==> src/msr_params.svh <==
// Purpose: Shared constants of the motion status reporting block
// Assumes: Included by every design file of the block
// Notes:   Definitions only
`ifndef MSR_PARAMS_SVH
`define MSR_PARAMS_SVH
// Command codes written to the command port
`define MSR_CMD_RESET   8'h00
`define MSR_CMD_START     8'h01
`define MSR_CMD_ARM_IDX   8'h03
`define MSR_CMD_FILT      8'h04
`define MSR_CMD_OUT8      8'h05
`define MSR_CMD_OUT12     8'h06
`define MSR_CMD_DP        8'h08
`define MSR_CMD_IDX       8'h09
`define MSR_CMD_SIGS      8'h0C
`define MSR_CMD_ERR_STOP  8'h1A
`define MSR_CMD_ERR_IRQ   8'h1B
`define MSR_CMD_CLR_IRQ   8'h1D
`define MSR_CMD_TRAJ      8'h1F
`define MSR_CMD_BP_ABS    8'h20
`define MSR_CMD_BP_REL    8'h21
// Trajectory control word bit positions
`define MSR_TW_FWD      12
`define MSR_TW_VEL      11
`define MSR_TW_MOFF     8
`define MSR_TW_ACC      5
`define MSR_TW_VLD      3
`define MSR_TW_PLD      1
// Byte counts of data transfers
`define MSR_LEN_NONE    4'h0
`define MSR_LEN_ONE     4'h1
`define MSR_LEN_WORD    4'h2
`define MSR_LEN_LONG    4'h4
// Reset values and timing
`define MSR_FLAGS_RST   6'h02
`define MSR_BUSY_CYC    4
`define MSR_BUSY_W      4
`endif

==> src/msr_pkg.sv <==
// Purpose: Types of the motion status reporting block
// Assumes: msr_params.svh supplies the widths
// Notes:   State of each module is one packed struct
`include "msr_params.svh"
package msr_pkg;
  // Expected direction of the next data transfer
  typedef enum logic [1:0] {
    MSR_PH_IDLE,
    MSR_PH_READ,
    MSR_PH_WRITE
  } msr_phase_t;

  // Strobe front end state
  typedef struct packed {
    logic       rd_n_d;   // Read strobe, last cycle
    logic       wr_n_d;   // Write strobe, last cycle
    logic       sel;      // Chip selected during strobe
    logic       port_sel_n; // Port select during strobe
    logic [7:0] data;     // Write data seen during strobe
  } msr_strb_st_t;

  // Sticky flag state
  typedef struct packed {
    logic [5:0] flags;    // Six interrupt flags
    logic       irq;      // Host interrupt level
  } msr_flag_st_t;

  // Core state
  typedef struct packed {
    msr_phase_t             phase;
    logic [`MSR_BUSY_W-1:0] busy_cnt;
    logic [3:0]             bytes_left;
    logic                   tw_hdr;
    logic                   first_param;
    logic [15:0]            traj_pend;
    logic [31:0]            shift;
    logic                   motor_off;
    logic                   on_target;
    logic                   vel;
    logic                   fwd;
    logic                   filt_upd;
    logic                   stop_arm;
    logic                   out8;
    logic                   idx_arm;
    logic                   acc_ld;
    logic [7:0]             dout;
  } msr_core_st_t;
endpackage

==> src/msr_core.sv <==
// Purpose: Status byte, signals word and position reports to the host
// Assumes: Host pins synchronous; event inputs are one-cycle pulses
// Notes:   Profile, filter and encoder logic sit outside this block
`timescale 1ns/1ps
`include "msr_params.svh"

////////////////////////////////////////////////////////////////////////
// Summary of operation
// - Status byte read anytime, no command needed
// - Bit 7 flags motor off at zero drive
// - Motor-off stop applies at start; else cleared
// - Bit 6 breakpoint passed, sticky until clear
// - Bit 5 excessive position error, sticky
// - Bit 4 position wraparound, sticky
// - Bit 3 index captured while armed, sticky
// - Bit 2 set when (on-target OR motor off) goes from false to true, sticky
// - Bit 1 wrong transfer direction, sticky
// - Writes while busy are discarded
// - Busy reads return buffer, no error
// - Signals word read as two bytes, high first
// - Signals low byte mirrors status; bit0 index arm
// - Unmasked events raise interrupt pin and bit 15
// - Bit 14 acceleration loaded, cleared at start
// - Bit 13 filter update, cleared at interval end
// - Bit 12 direction taken at start
// - Bit 11 velocity mode taken at start
// - Bit 10 on target, cleared at start
// - Bit 9 stop-on-error armed or disarmed
// - Bit 8 byte output mode, set at reset
// - Index and desired position: four bytes, high first
module msr_core #(
  parameter int BUSY_CYC = `MSR_BUSY_CYC
) (
  input  wire logic        clk_sys_i,
  input  wire logic        resetn_i,
  input  wire logic        cs_n_i,
  input  wire logic        port_select_n_i,
  input  wire logic        rd_n_i,
  input  wire logic        wr_n_i,
  input  wire logic [7:0]  host_data_i,
  output logic      [7:0]  host_data_o,
  output logic             host_data_oe_n_o,
  output logic             host_irq_o,
  input  wire logic [5:0]  irq_enable_i,
  input  wire logic        breakpoint_hit_i,
  input  wire logic        pos_error_i,
  input  wire logic        wraparound_i,
  input  wire logic        index_pulse_i,
  input  wire logic        traj_done_i,
  input  wire logic        sample_end_i,
  input  wire logic [31:0] index_position_i,
  input  wire logic [31:0] desired_position_i,
  output logic             motor_off_o,
  output logic             velocity_mode_o,
  output logic             forward_dir_o,
  output logic             eight_bit_out_o,
  output logic             stop_on_error_o
);
  ////////////////////////////////////////////////////////////////////
  // Declarations
  ////////////////////////////////////////////////////////////////////
  msr_pkg::msr_core_st_t st_ff;        // Registered state
  msr_pkg::msr_core_st_t nxt_st;       // Next state
  logic                  cmd_wr;       // Command write ended
  logic                  data_wr;      // Data write ended
  logic                  data_rd;      // Data read ended
  logic [7:0]            wr_data;      // Byte of last write
  logic                  busy;         // Busy status bit
  logic [5:0]            flags;        // Sticky flags, status 6..1
  logic                  irq;          // Host interrupt level
  logic [5:0]            flag_set;     // Flag set pulses
  logic                  flag_clr;     // Clear-interrupts pulse
  logic [7:0]            status_byte;  // Status byte view
  logic [15:0]           signals_word; // Signals register view
  logic                  err;          // Direction error pulse
  logic                  done_now;     // Completion term, now
  logic                  done_nxt;     // Completion term, next

  localparam logic [`MSR_BUSY_W-1:0] BUSY_LOAD =
    `MSR_BUSY_W'(BUSY_CYC);

  localparam msr_pkg::msr_core_st_t RST_ST = '{
    phase:       msr_pkg::MSR_PH_IDLE,
    busy_cnt:    '0,
    bytes_left:  `MSR_LEN_NONE,
    tw_hdr:      1'b0,
    first_param: 1'b0,
    traj_pend:   16'h0000,
    shift:       32'h0000_0000,
    motor_off:   1'b1,
    on_target:   1'b0,
    vel:         1'b0,
    fwd:         1'b0,
    filt_upd:    1'b0,
    stop_arm:    1'b0,
    out8:        1'b1,
    idx_arm:     1'b0,
    acc_ld:      1'b0,
    dout:        8'h00
  };

  ////////////////////////////////////////////////////////////////////
  // Command table
  ////////////////////////////////////////////////////////////////////
  // Bytes that follow a command on the data port
  function automatic logic [3:0] cmd_len(input logic [7:0] code);
    logic [3:0] len;
    len = `MSR_LEN_NONE;
    unique case (code)
      `MSR_CMD_SIGS:                len = `MSR_LEN_WORD;
      `MSR_CMD_IDX, `MSR_CMD_DP:    len = `MSR_LEN_LONG;
      `MSR_CMD_ERR_STOP, `MSR_CMD_ERR_IRQ: len = `MSR_LEN_WORD;
      `MSR_CMD_BP_ABS, `MSR_CMD_BP_REL:    len = `MSR_LEN_LONG;
      `MSR_CMD_TRAJ:                       len = `MSR_LEN_WORD;
      default:                      len = `MSR_LEN_NONE;
    endcase
    return len;
  endfunction

  // Whether a command is a report the host reads
  function automatic logic cmd_is_read(input logic [7:0] code);
    return (code == `MSR_CMD_SIGS) || (code == `MSR_CMD_IDX) ||
           (code == `MSR_CMD_DP);
  endfunction

  // Parameter bytes announced by a trajectory control word
  function automatic logic [3:0] tw_len(input logic [15:0] tw);
    logic [3:0] len;
    len = `MSR_LEN_NONE;
    if (tw[`MSR_TW_ACC]) len = len + `MSR_LEN_LONG;
    if (tw[`MSR_TW_VLD]) len = len + `MSR_LEN_LONG;
    if (tw[`MSR_TW_PLD]) len = len + `MSR_LEN_LONG;
    return len;
  endfunction

  ////////////////////////////////////////////////////////////////////
  // Submodules
  ////////////////////////////////////////////////////////////////////
  // Strobe end detection on the host port
  msr_strobe u_strobe (
    .clk_sys_i       (clk_sys_i),
    .resetn_i        (resetn_i),
    .cs_n_i          (cs_n_i),
    .port_select_n_i (port_select_n_i),
    .rd_n_i          (rd_n_i),
    .wr_n_i          (wr_n_i),
    .host_data_i     (host_data_i),
    .cmd_wr_o        (cmd_wr),
    .data_wr_o       (data_wr),
    .data_rd_o       (data_rd),
    .wr_data_o       (wr_data)
  );

  // Sticky interrupt flags and host pin
  msr_flags #(
    .NUM (6)
  ) u_flags (
    .clk_sys_i (clk_sys_i),
    .resetn_i  (resetn_i),
    .set_i     (flag_set),
    .enable_i  (irq_enable_i),
    .clear_i   (flag_clr),
    .flags_o   (flags),
    .irq_o     (irq)
  );

  ////////////////////////////////////////////////////////////////////
  // Register views
  ////////////////////////////////////////////////////////////////////
  assign busy = (st_ff.busy_cnt != '0);

  // Status byte: motor off, six flags, busy
  assign status_byte = {st_ff.motor_off, flags, busy};

  // Signals word: mode flags over a mirror of the status byte
  assign signals_word = {irq, st_ff.acc_ld, st_ff.filt_upd,
                         st_ff.fwd, st_ff.vel,
                         st_ff.on_target, st_ff.stop_arm,
                         st_ff.out8,
                         status_byte[7:1], st_ff.idx_arm};

  // Completion term, now and after this cycle
  assign done_now = st_ff.motor_off | st_ff.on_target;
  assign done_nxt = nxt_st.motor_off | nxt_st.on_target;

  // Event pulses into the sticky flags
  assign flag_set = {breakpoint_hit_i,
                     pos_error_i,
                     wraparound_i,
                     index_pulse_i & st_ff.idx_arm,
                     done_nxt & ~done_now,
                     err};

  // Clear-interrupts command, only when not busy
  assign flag_clr = cmd_wr & ~busy &
                    (wr_data == `MSR_CMD_CLR_IRQ);

  ////////////////////////////////////////////////////////////////////
  // Host port data path
  ////////////////////////////////////////////////////////////////////
  // Drive the bus while selected and read strobe low
  assign host_data_oe_n_o = cs_n_i | rd_n_i;
  assign host_data_o      = st_ff.dout;
  assign host_irq_o       = irq;

  // Direction error: data transfer against the expected phase
  always_comb begin
    err = 1'b0;
    if (!busy) begin
      if (data_wr && st_ff.phase != msr_pkg::MSR_PH_WRITE) begin
        err = 1'b1;
      end
      if (data_rd && st_ff.phase != msr_pkg::MSR_PH_READ) begin
        err = 1'b1;
      end
    end
  end

  ////////////////////////////////////////////////////////////////////
  // Next state
  ////////////////////////////////////////////////////////////////////
  always_comb begin
    nxt_st = st_ff;

    // Busy countdown
    if (busy) begin
      nxt_st.busy_cnt = st_ff.busy_cnt - 1'b1;
    end

    // Output byte: status on command port, buffer on data port
    if (!port_select_n_i) begin
      nxt_st.dout = status_byte;
    end else begin
      nxt_st.dout = st_ff.shift[31:24];
    end

    // Filter update flag ends with the sampling interval
    if (sample_end_i) begin
      nxt_st.filt_upd = 1'b0;
    end

    // Index pulse consumes the arm flag
    if (index_pulse_i && st_ff.idx_arm) begin
      nxt_st.idx_arm = 1'b0;
    end

    // Command write; ignored while busy
    if (cmd_wr && !busy) begin
      nxt_st.busy_cnt    = BUSY_LOAD;
      nxt_st.bytes_left  = cmd_len(wr_data);
      nxt_st.tw_hdr      = 1'b0;
      nxt_st.first_param = 1'b0;
      nxt_st.phase       = msr_pkg::MSR_PH_IDLE;
      if (cmd_len(wr_data) != `MSR_LEN_NONE) begin
        nxt_st.phase = cmd_is_read(wr_data) ?
                       msr_pkg::MSR_PH_READ : msr_pkg::MSR_PH_WRITE;
      end
      unique case (wr_data)
        `MSR_CMD_RESET: begin
          nxt_st.motor_off = 1'b1;
          nxt_st.out8      = 1'b1;
        end
        `MSR_CMD_START: begin
          // Start motion applies the pending trajectory word
          nxt_st.motor_off = st_ff.traj_pend[`MSR_TW_MOFF];
          nxt_st.vel       = st_ff.traj_pend[`MSR_TW_VEL];
          nxt_st.fwd       = st_ff.traj_pend[`MSR_TW_FWD];
          nxt_st.acc_ld    = 1'b0;
          nxt_st.on_target = 1'b0;
        end
        `MSR_CMD_SIGS:     nxt_st.shift = {signals_word, 16'h0000};
        `MSR_CMD_IDX:      nxt_st.shift = index_position_i;
        `MSR_CMD_DP:       nxt_st.shift = desired_position_i;
        `MSR_CMD_ERR_STOP: nxt_st.stop_arm = 1'b1;
        `MSR_CMD_ERR_IRQ:  nxt_st.stop_arm = 1'b0;
        `MSR_CMD_ARM_IDX:  nxt_st.idx_arm = 1'b1;
        `MSR_CMD_FILT:     nxt_st.filt_upd = 1'b1;
        `MSR_CMD_OUT8:     nxt_st.out8 = 1'b1;
        `MSR_CMD_OUT12:    nxt_st.out8 = 1'b0;
        `MSR_CMD_TRAJ:     nxt_st.tw_hdr = 1'b1;
        default: begin
          // Commands handled elsewhere, or flag clear only
        end
      endcase
    end

    // Data write into an expected write sequence
    if (data_wr && !busy &&
        st_ff.phase == msr_pkg::MSR_PH_WRITE) begin
      nxt_st.busy_cnt   = BUSY_LOAD;
      nxt_st.bytes_left = st_ff.bytes_left - 1'b1;
      if (st_ff.tw_hdr) begin
        // Trajectory control word, high byte first
        nxt_st.traj_pend = {st_ff.traj_pend[7:0], wr_data};
        if (st_ff.bytes_left == `MSR_LEN_ONE) begin
          nxt_st.tw_hdr      = 1'b0;
          nxt_st.first_param = 1'b1;
          nxt_st.bytes_left  = tw_len({st_ff.traj_pend[7:0], wr_data});
          if (tw_len({st_ff.traj_pend[7:0], wr_data}) ==
              `MSR_LEN_NONE) begin
            nxt_st.phase = msr_pkg::MSR_PH_IDLE;
          end
        end
      end else begin
        // Acceleration data is always the first parameter
        nxt_st.first_param = 1'b0;
        if (st_ff.first_param && st_ff.traj_pend[`MSR_TW_ACC]) begin
          nxt_st.acc_ld = 1'b1;
        end
        if (st_ff.bytes_left == `MSR_LEN_ONE) begin
          nxt_st.phase = msr_pkg::MSR_PH_IDLE;
        end
      end
    end

    // Data read from an expected report, most significant first
    if (data_rd && !busy &&
        st_ff.phase == msr_pkg::MSR_PH_READ) begin
      nxt_st.busy_cnt   = BUSY_LOAD;
      nxt_st.shift      = {st_ff.shift[23:0], 8'h00};
      nxt_st.bytes_left = st_ff.bytes_left - 1'b1;
      if (st_ff.bytes_left == `MSR_LEN_ONE) begin
        nxt_st.phase = msr_pkg::MSR_PH_IDLE;
      end
    end

    // Move finished; wins over a start in the same cycle
    if (traj_done_i) begin
      nxt_st.on_target = 1'b1;
    end

    // Excessive error turns the motor off when armed; wins over start
    if (pos_error_i && st_ff.stop_arm) begin
      nxt_st.motor_off = 1'b1;
    end
  end

  ////////////////////////////////////////////////////////////////////
  // State register; status reads touch nothing here
  ////////////////////////////////////////////////////////////////////
  always_ff @(posedge clk_sys_i or negedge resetn_i) begin
    if (!resetn_i) begin
      st_ff <= RST_ST;
    end else begin
      st_ff <= nxt_st;
    end
  end

  ////////////////////////////////////////////////////////////////////
  // Mode outputs to the rest of the device
  ////////////////////////////////////////////////////////////////////
  assign motor_off_o     = st_ff.motor_off;
  assign velocity_mode_o = st_ff.vel;
  assign forward_dir_o   = st_ff.fwd;
  assign eight_bit_out_o = st_ff.out8;
  assign stop_on_error_o = st_ff.stop_arm;
endmodule

==> src/msr_flags.sv <==
// Purpose: Six sticky interrupt flags and the host interrupt
// Assumes: Set and clear are one-cycle pulses
// Notes:   A set in the clearing cycle survives
`timescale 1ns/1ps
`include "msr_params.svh"
module msr_flags #(
  parameter int NUM = 6
) (
  input  wire logic           clk_sys_i,
  input  wire logic           resetn_i,
  input  wire logic [NUM-1:0] set_i,
  input  wire logic [NUM-1:0] enable_i,
  input  wire logic           clear_i,
  output logic [NUM-1:0]      flags_o,
  output logic                irq_o
);
  msr_pkg::msr_flag_st_t st_ff;
  msr_pkg::msr_flag_st_t nxt_st;
  logic [NUM-1:0]        nxt_flags;   // Next flag values
  logic [NUM-1:0]        unmasked;    // Events reaching the pin

  // Per flag: set wins over clear, mask never gates the flag
  for (genvar i = 0; i < NUM; i++) begin : g_flag
    assign nxt_flags[i] = set_i[i] | (st_ff.flags[i] & ~clear_i);
    assign unmasked[i]  = set_i[i] & enable_i[i];
  end

  // Assemble next state
  always_comb begin
    nxt_st       = st_ff;
    nxt_st.flags = nxt_flags;
    nxt_st.irq   = (|unmasked) | (st_ff.irq & ~clear_i);
  end

  // State register
  always_ff @(posedge clk_sys_i or negedge resetn_i) begin
    if (!resetn_i) begin
      st_ff <= '{flags: `MSR_FLAGS_RST, irq: 1'b0};
    end else begin
      st_ff <= nxt_st;
    end
  end

  assign flags_o = st_ff.flags;
  assign irq_o   = st_ff.irq;
endmodule

==> src/msr_strobe.sv <==
// Purpose: Detects the end of host read and write strobes
// Assumes: Host pins synchronous to clk_sys_i
// Notes:   Pulses fire in the same cycle in which a strobe rises
`timescale 1ns/1ps
`include "msr_params.svh"
module msr_strobe (
  input  wire logic       clk_sys_i,
  input  wire logic       resetn_i,
  input  wire logic       cs_n_i,
  input  wire logic       port_select_n_i,
  input  wire logic       rd_n_i,
  input  wire logic       wr_n_i,
  input  wire logic [7:0] host_data_i,
  output logic            cmd_wr_o,
  output logic            data_wr_o,
  output logic            data_rd_o,
  output logic [7:0]      wr_data_o
);
  msr_pkg::msr_strb_st_t st_ff;
  msr_pkg::msr_strb_st_t nxt_st;
  logic                  rd_end;   // Read strobe just rose
  logic                  wr_end;   // Write strobe just rose

  assign rd_end    = rd_n_i & ~st_ff.rd_n_d;
  assign wr_end    = wr_n_i & ~st_ff.wr_n_d;
  assign cmd_wr_o  = wr_end & st_ff.sel & ~st_ff.port_sel_n;
  assign data_wr_o = wr_end & st_ff.sel & st_ff.port_sel_n;
  assign data_rd_o = rd_end & st_ff.sel & st_ff.port_sel_n;
  assign wr_data_o = st_ff.data;

  // Capture select while a strobe is low, data while selected and write is low
  always_comb begin
    nxt_st        = st_ff;
    nxt_st.rd_n_d = rd_n_i;
    nxt_st.wr_n_d = wr_n_i;
    if (!rd_n_i || !wr_n_i) begin
      nxt_st.sel  = ~cs_n_i;
      nxt_st.port_sel_n = port_select_n_i;
    end
    if (!wr_n_i && !cs_n_i) begin
      nxt_st.data = host_data_i;
    end
  end

  // State register
  always_ff @(posedge clk_sys_i or negedge resetn_i) begin
    if (!resetn_i) begin
      st_ff <= '{rd_n_d: 1'b1, wr_n_d: 1'b1, sel: 1'b0, port_sel_n: 1'b0,
                 data: 8'h00};
    end else begin
      st_ff <= nxt_st;
    end
  end
endmodule

==> config.mk <==
export PLATFORM = sky130hd
export DESIGN_NAME = msr_core
export DESIGN_NICKNAME = d
export VERILOG_FILES = /design/src/msr_pkg.sv /design/src/msr_core.sv /design/src/msr_flags.sv /design/src/msr_strobe.sv
export VERILOG_INCLUDE_DIRS = /design/src
export SDC_FILE = /design/constraint.sdc
export NUM_CORES = 1
export LEC_CHECK = 0
export BUFFER_PORTS_ARGS = -buffer_cell sky130_fd_sc_hd__clkbuf_2
export CORE_UTILIZATION = 45
export CTS_CLUSTER_SIZE = 10
export DETAILED_ROUTE_END_ITERATION = 12
export PLACE_DENSITY = 0.71
export SLEW_MARGIN = 15
export SYNTH_ARGS = -nofsm -noshare
export SYNTH_HDL_FRONTEND = slang
export SYNTH_HIERARCHICAL = 1
export SYNTH_SLANG_ARGS = --single-unit
==> constraint.sdc <==
create_clock -name clk_sys_i -period 2.4 [get_ports clk_sys_i]
set_clock_uncertainty 0.15 [all_clocks]
set_input_delay 0.36 -clock clk_sys_i [delete_from_list [all_inputs] [get_ports clk_sys_i]]
set_output_delay 0.36 -clock clk_sys_i [all_outputs]
set_load 0.01 [all_outputs]
After elaboration in Yosys (flattened, before gate mapping)
Cells that the tools add are included. W data, S select, Z words.

Flip-flop bits (word level): 96. Latch bits: 0. Memory bits (writable): 0. Memory bits (read-only): 0. Input port bits: 90. Output and inout port bits: 15. Memories: 0.

$add $sub $neg: 4. $mul: 0. Div/mod/pow operators: 0. Order comparisons: 0. Equality and inequality tests: 19. Shifts and indexed selects: 0. Muxes and demuxes: 51. Bitwise gates (word level): 41. Reductions and logical operators: 37.

Operators with widths (count): $pmux W32 S3 (1); $mux W4 (13); $mux W41 (1); $eq A8 B5 Y1 const B (4); $mux W32 (1); $mux W28 (1); $and A1 B1 Y1 (24); $eq A8 B3 Y1 const B (3); $eq A8 B4 Y1 const B (3); $eq A8 B6 Y1 const B (2); $mux W16 (1); $reduce_bool A4 Y1 (4); $mux W1 (15); $mux W2 (7); $mux W12 (1); $logic_and A1 B1 Y1 (11); $mux W10 (1); $or A1 B1 Y1 (10); $reduce_and A2 Y1 (5); $add A4 B3 Y4 const B (2); $eq A8 B1 Y1 const B (1); $eq A8 B2 Y1 const B (1); $logic_not A8 Y1 (1); $mux W8 (1); other kinds (20) (38).

Depth between registers and ports, before layout
Depth in word-level cells: 24. Mapped depth: 9. Depth with buffers taken out: 8.

Cells and area by module
The synthesis kept the hierarchy.

By module, submodules not included: msr_core (instances 1, cells an instance 374, area an instance 3971.3 µm², sequential area each 1704.1 µm²); msr_strobe (instances 1, cells an instance 37, area an instance 523.0 µm², sequential area each 302.8 µm²); msr_flags (instances 1, cells an instance 18, area an instance 262.8 µm², sequential area each 176.4 µm²).

Worst setup path before layout
No wires, ideal clock.

Kind: register to register. Start: register u_strobe/st_ff[9] (netlist name). End: register u_flags.st_ff (netlist bit u_flags/irq_o). Arrival: 2190 ps. Data required time: 2181 ps. Slack: -9 ps. Stages on the path, launching flop included: 10. Buffers on the path: 1. Clock period less this slack: 2409 ps. Cell sequence: dfrtp_1 -> inv_1 -> nor4b_1 -> and4bb_2 -> buf_6 -> nand4b_1 -> a211o_1 -> a211oi_1 -> a22oi_1 -> nand3_1.

RTL lines: start: declaration (RTL line msr_strobe.sv:19) `msr_pkg::msr_strb_st_t st_ff;`; start signal: assignment (RTL line msr_strobe.sv:48) `st_ff <= '{rd_n_d: 1'b1, wr_n_d: 1'b1, sel: 1'b0, port_sel_n: 1'b0,`; start signal: assignment (RTL line msr_strobe.sv:51) `st_ff <= nxt_st;`; end signal: assignment (RTL line msr_flags.sv:38) `` st_ff <= '{flags: `MSR_FLAGS_RST, irq: 1'b0}; ``; end signal: assignment (RTL line msr_flags.sv:40) `st_ff <= nxt_st;`; end: declaration (RTL line msr_flags.sv:17) `msr_pkg::msr_flag_st_t st_ff;`.

Worst setup path in the final report
Start: input rd_n_i. End: register st_ff[31] (netlist name).

Word-level cells in the longest chain between the ends: 7. Elaborated cells on any way between the ends: 9. Classes of those cells: 1 x mux; 3 x bitwise; 5 x reduce/logical.

Ends and longest elaborated chain: start: declaration (RTL line msr_core.sv:38) `input wire logic rd_n_i,`; $and A1 B1 Y1 (*) (RTL line msr_strobe.sv:24) `assign rd_end = rd_n_i & ~st_ff.rd_n_d;`; $and A1 B1 Y1 (*) (2 in a row) (RTL line msr_strobe.sv:28) `assign data_rd_o = rd_end & st_ff.sel & st_ff.port_sel_n;`; via data_rd (RTL line msr_core.sv:66) `logic data_rd;`; $logic_and A1 B1 Y1 (*) (2 in a row) (RTL line msr_core.sv:317) `if (data_rd && !busy &&`; $reduce_bool A4 Y1 (no line) / $reduce_bool A2 Y1 (equally long branches); $reduce_and A2 Y1 (no line); end signal: assignment (RTL line msr_core.sv:345) `st_ff <= nxt_st;`; end: declaration (RTL line msr_core.sv:62) `msr_pkg::msr_core_st_t st_ff;`.

Mark *: on every way through the listed nets, which the timed path passes. The rest lies on a longest branch. A chain may end at the register's enable or synchronous reset.

==> qor.yml <==
outcome:
  status: "finished, violations left"
  violations: "design-rule violations"
global_route:
  grt_max_degree: 38
  grt_pass1_wl_um: 18800
  track_usage: 0.217
  antenna_found_initial: 0
  grt_pass1_vias: 3702
  grt_overflow_total: 0
sta:
  setup_violations: 0
  fmax_ghz: 0.438
  hold_viol_final: 0
  slew_viol_final: 0
  min_period_ns: 2.28
  fin_tns_setup_ns: 0
  tightest_slew_ns: 0.486
  rsz0062_at_grt: "no"
  max-slew-margin-rel: 0.676
  hold_ws_ns: 0.0572
  finalCritPeriodShare: 0.950
synth:
  yosysMostFrequentCell: "dfrtp_1"
  synth_area_leaders: "dfrtp_1 (43%), mux2_2 (9.9%), mux2i_1 (6.9%), nand3_1 (4.1%), o211ai_2 (3.2%)"
  synthSimpleGateAreaFrac: 0.148
  synth_ff_type: "dfrtp_1"
  yosysSeqAreaShare: 0.459
  syn_nets: 525
  synthAdderAreaFrac: 0.0158
  synth_xor_area_frac: 0.00736
  ys_types: 64
  ys_ff_latch: 87
  synth_compound_area_frac: 0.136
  synth_top_family_by_area: "multiplexers"
  synth-edff-count: 0
  yosys_warnings: 6
  avgSynthCellArea_sq_um: 11.1
  synth_top_area_frac: 0.431
  synth_area_sq_mm: 0.00476
  yosysTopAreaCell: "dfrtp_1"
  synthArstFlopShare: 1.00
  synth.mux.area_fraction: 0.169
  synth.top_cells.by_count: "dfrtp_1 (82), mux2_2 (42), nand3_1 (39)"
  synthesis.instances: 429
floorplanning:
  rows: 37
  dieArea_sq_mm: 0.0110
  die_height_um: 105
  io_pins: 105
  core-area_sq_mm: 0.0103
  start_util: 0.463
  dieWidth_um: 105
cts:
  numCtsBuffers: 9
  cts_buffer_depth: 2
  cts_max_level: 3
  clock_sinks: 87
  cts_tree: "done"
  clk_latency_ns: 0.36
  clk_pin_slew_worst_paths_ns: 0.10
  cts_setup_buffers: 0
  cts_root_buf: "clkbuf_8"
cells_and_area:
  final_nets: 628
  final_cells: 673
  multi_input_area_sq_mm: 0.00231
  utilization: 0.550
  area_growth_pct: 18.8
  fillers: 936
  layout-drive-gt1-share: 0.445
  layout.area.seq_sq_mm: 0.00218
  antennaDiodeCount: 0
pwr:
  p_leak_nw: 2.72
  power_density_mw_per_mm2: 613
  vdd_ir_drop_max_mv: 0.334
  power_w: 0.00346
placement:
  place_inst: 655
  io_buffers: 104
  gp_congestion: 0.866
  place_hpwl_um: 8510
worst_setup_path:
  end_kind: "flop"
  max_stage_delay_ns: 0.52
  crit_family: "simple AND/OR/NAND/NOR gates"
  path_max_fanout: 33
  slowest_stage: "dlygate4sd3_1"
  timing_worst_setup_path_type: "in2reg"
  critPathLaunchType: "input pin"
  cp_data_required_time_ns: 2.49
  path_buf_inv: 3
  crit_chain: "dlygate4sd3_1 -> clkbuf_2 -> nor3b_2 -> nand3b_1 -> or2_2 -> buf_4 -> nand3_1 -> o211ai_2"
  cp.arrival_ns: 2.37
detailed_routing:
  detail-route-antenna-nets: 0
  wl_um: 11300
  drt-initial-drc-count: 243
  vias: 3726
  detail_route.first_pass.iterations: 8
  drc: 2
  wl_per_cell_um: 16.7
  viasPerCell: 5.54
flow_run:
  drv_cap: 0
min_path:
  hp-class: "in2reg"
[registers in the layout (all words and copies together), names as in the netlist]
register	cells
signals_word	4
u_strobe/st_ff	4
u_flags/flags_o	6
u_flags/irq_o	1
motor_off_o	1
u_strobe/wr_data_o	8
st_ff	51
stop_on_error_o	1
host_data_o	8
velocity_mode_o	1
forward_dir_o	1
eight_bit_out_o	1
[placed cells by master (no fill, tap or decap), types with 6 or more instances in the layout]
| cell type | instances |
|---|---|
| o211ai_2 | 12 |
| nand2_1 | 37 |
| o21ai_2 | 8 |
| a21o_2 | 6 |
| buf_4 | 25 |
| inv_1 | 11 |
| ha_1 | 6 |
| nor3_1 | 6 |
| clkbuf_2 | 103 |
| nand3_1 | 39 |
| a21oi_1 | 6 |
| o211ai_1 | 15 |
| mux2i_1 | 33 |
| mux2_2 | 42 |
| dfrtp_1 | 81 |
| nor2_1 | 7 |
| clkbuf_8 | 9 |
[final timing paths]
check | from | end | slack [ns] | cells past startpoint
min reg2reg | st_ff[23] | st_ff[31] | 0.35 | 2
max in group asynchronous | resetn_i | u_strobe/st_ff[11] | 1.00 | 3
max | rd_n_i | st_ff[31] | 0.12 | 8
min | wraparound_i | u_flags/flags_o[3] | 0.06 | 2
max reg2reg | st_ff[71] | st_ff[41] | 0.14 | 8
min in group asynchronous | resetn_i | st_ff[43] | 0.34 | 2
[repair_timing]
action	in CTS	in global routing
hold buffers	2	0
endpoints found under the setup margin	0	47
endpoints found under the hold margin	34	0
resized for setup	0	9
[kinds of logic after synthesis]
family,Yosys count
simple gates,129
flops,87
compound gates,76
mux,75
buf+inv,52
fa+ha+maj,6
xor+xnor,4
[layout make-up]
| cell class | instances | area share |
|---|---|---|
| repair buffers | 132 | 0.134 |
| inverters | 12 | 0.00797 |
| flip-flops and latches | 87 | 0.387 |
| clock buffers | 10 | 0.0226 |
| multi-input cells | 290 | 0.410 |
| well taps | 136 | 0.0301 |
| clock inverters | 6 | 0.00952 |
[where the power goes]
part | internal [W] | switching, W
Sequential | 0.00159 | 0.000146
Combinational | 0.000395 | 0.000372
Clock | 0.000395 | 0.000560
Total | 0.00238 | 0.00108
[layer usage]
metal  vias to the layer above  GRT usage  routed length [um]
met5                         -          0                   0
met3                         8     0.0349                 544
li1                       1754          -                   -
met2                       124      0.347                5320
met4                         0     0.0543                 113
met1                      1840      0.308                5280
[metrics by stage]
step / area, sq um / setup slack, ns
2_1_floorplan: 4760 / 0.127
3_3_place_gp: 5400 / 0.172
3_5_place_dp: 5400 / 0.0434
4_1_cts: 5610 / 0.0304
5_1_grt: 5650 / 0.00697
6_report: 5650 / 0.119
No activity file was read; power rests on OpenSTA's default activity.
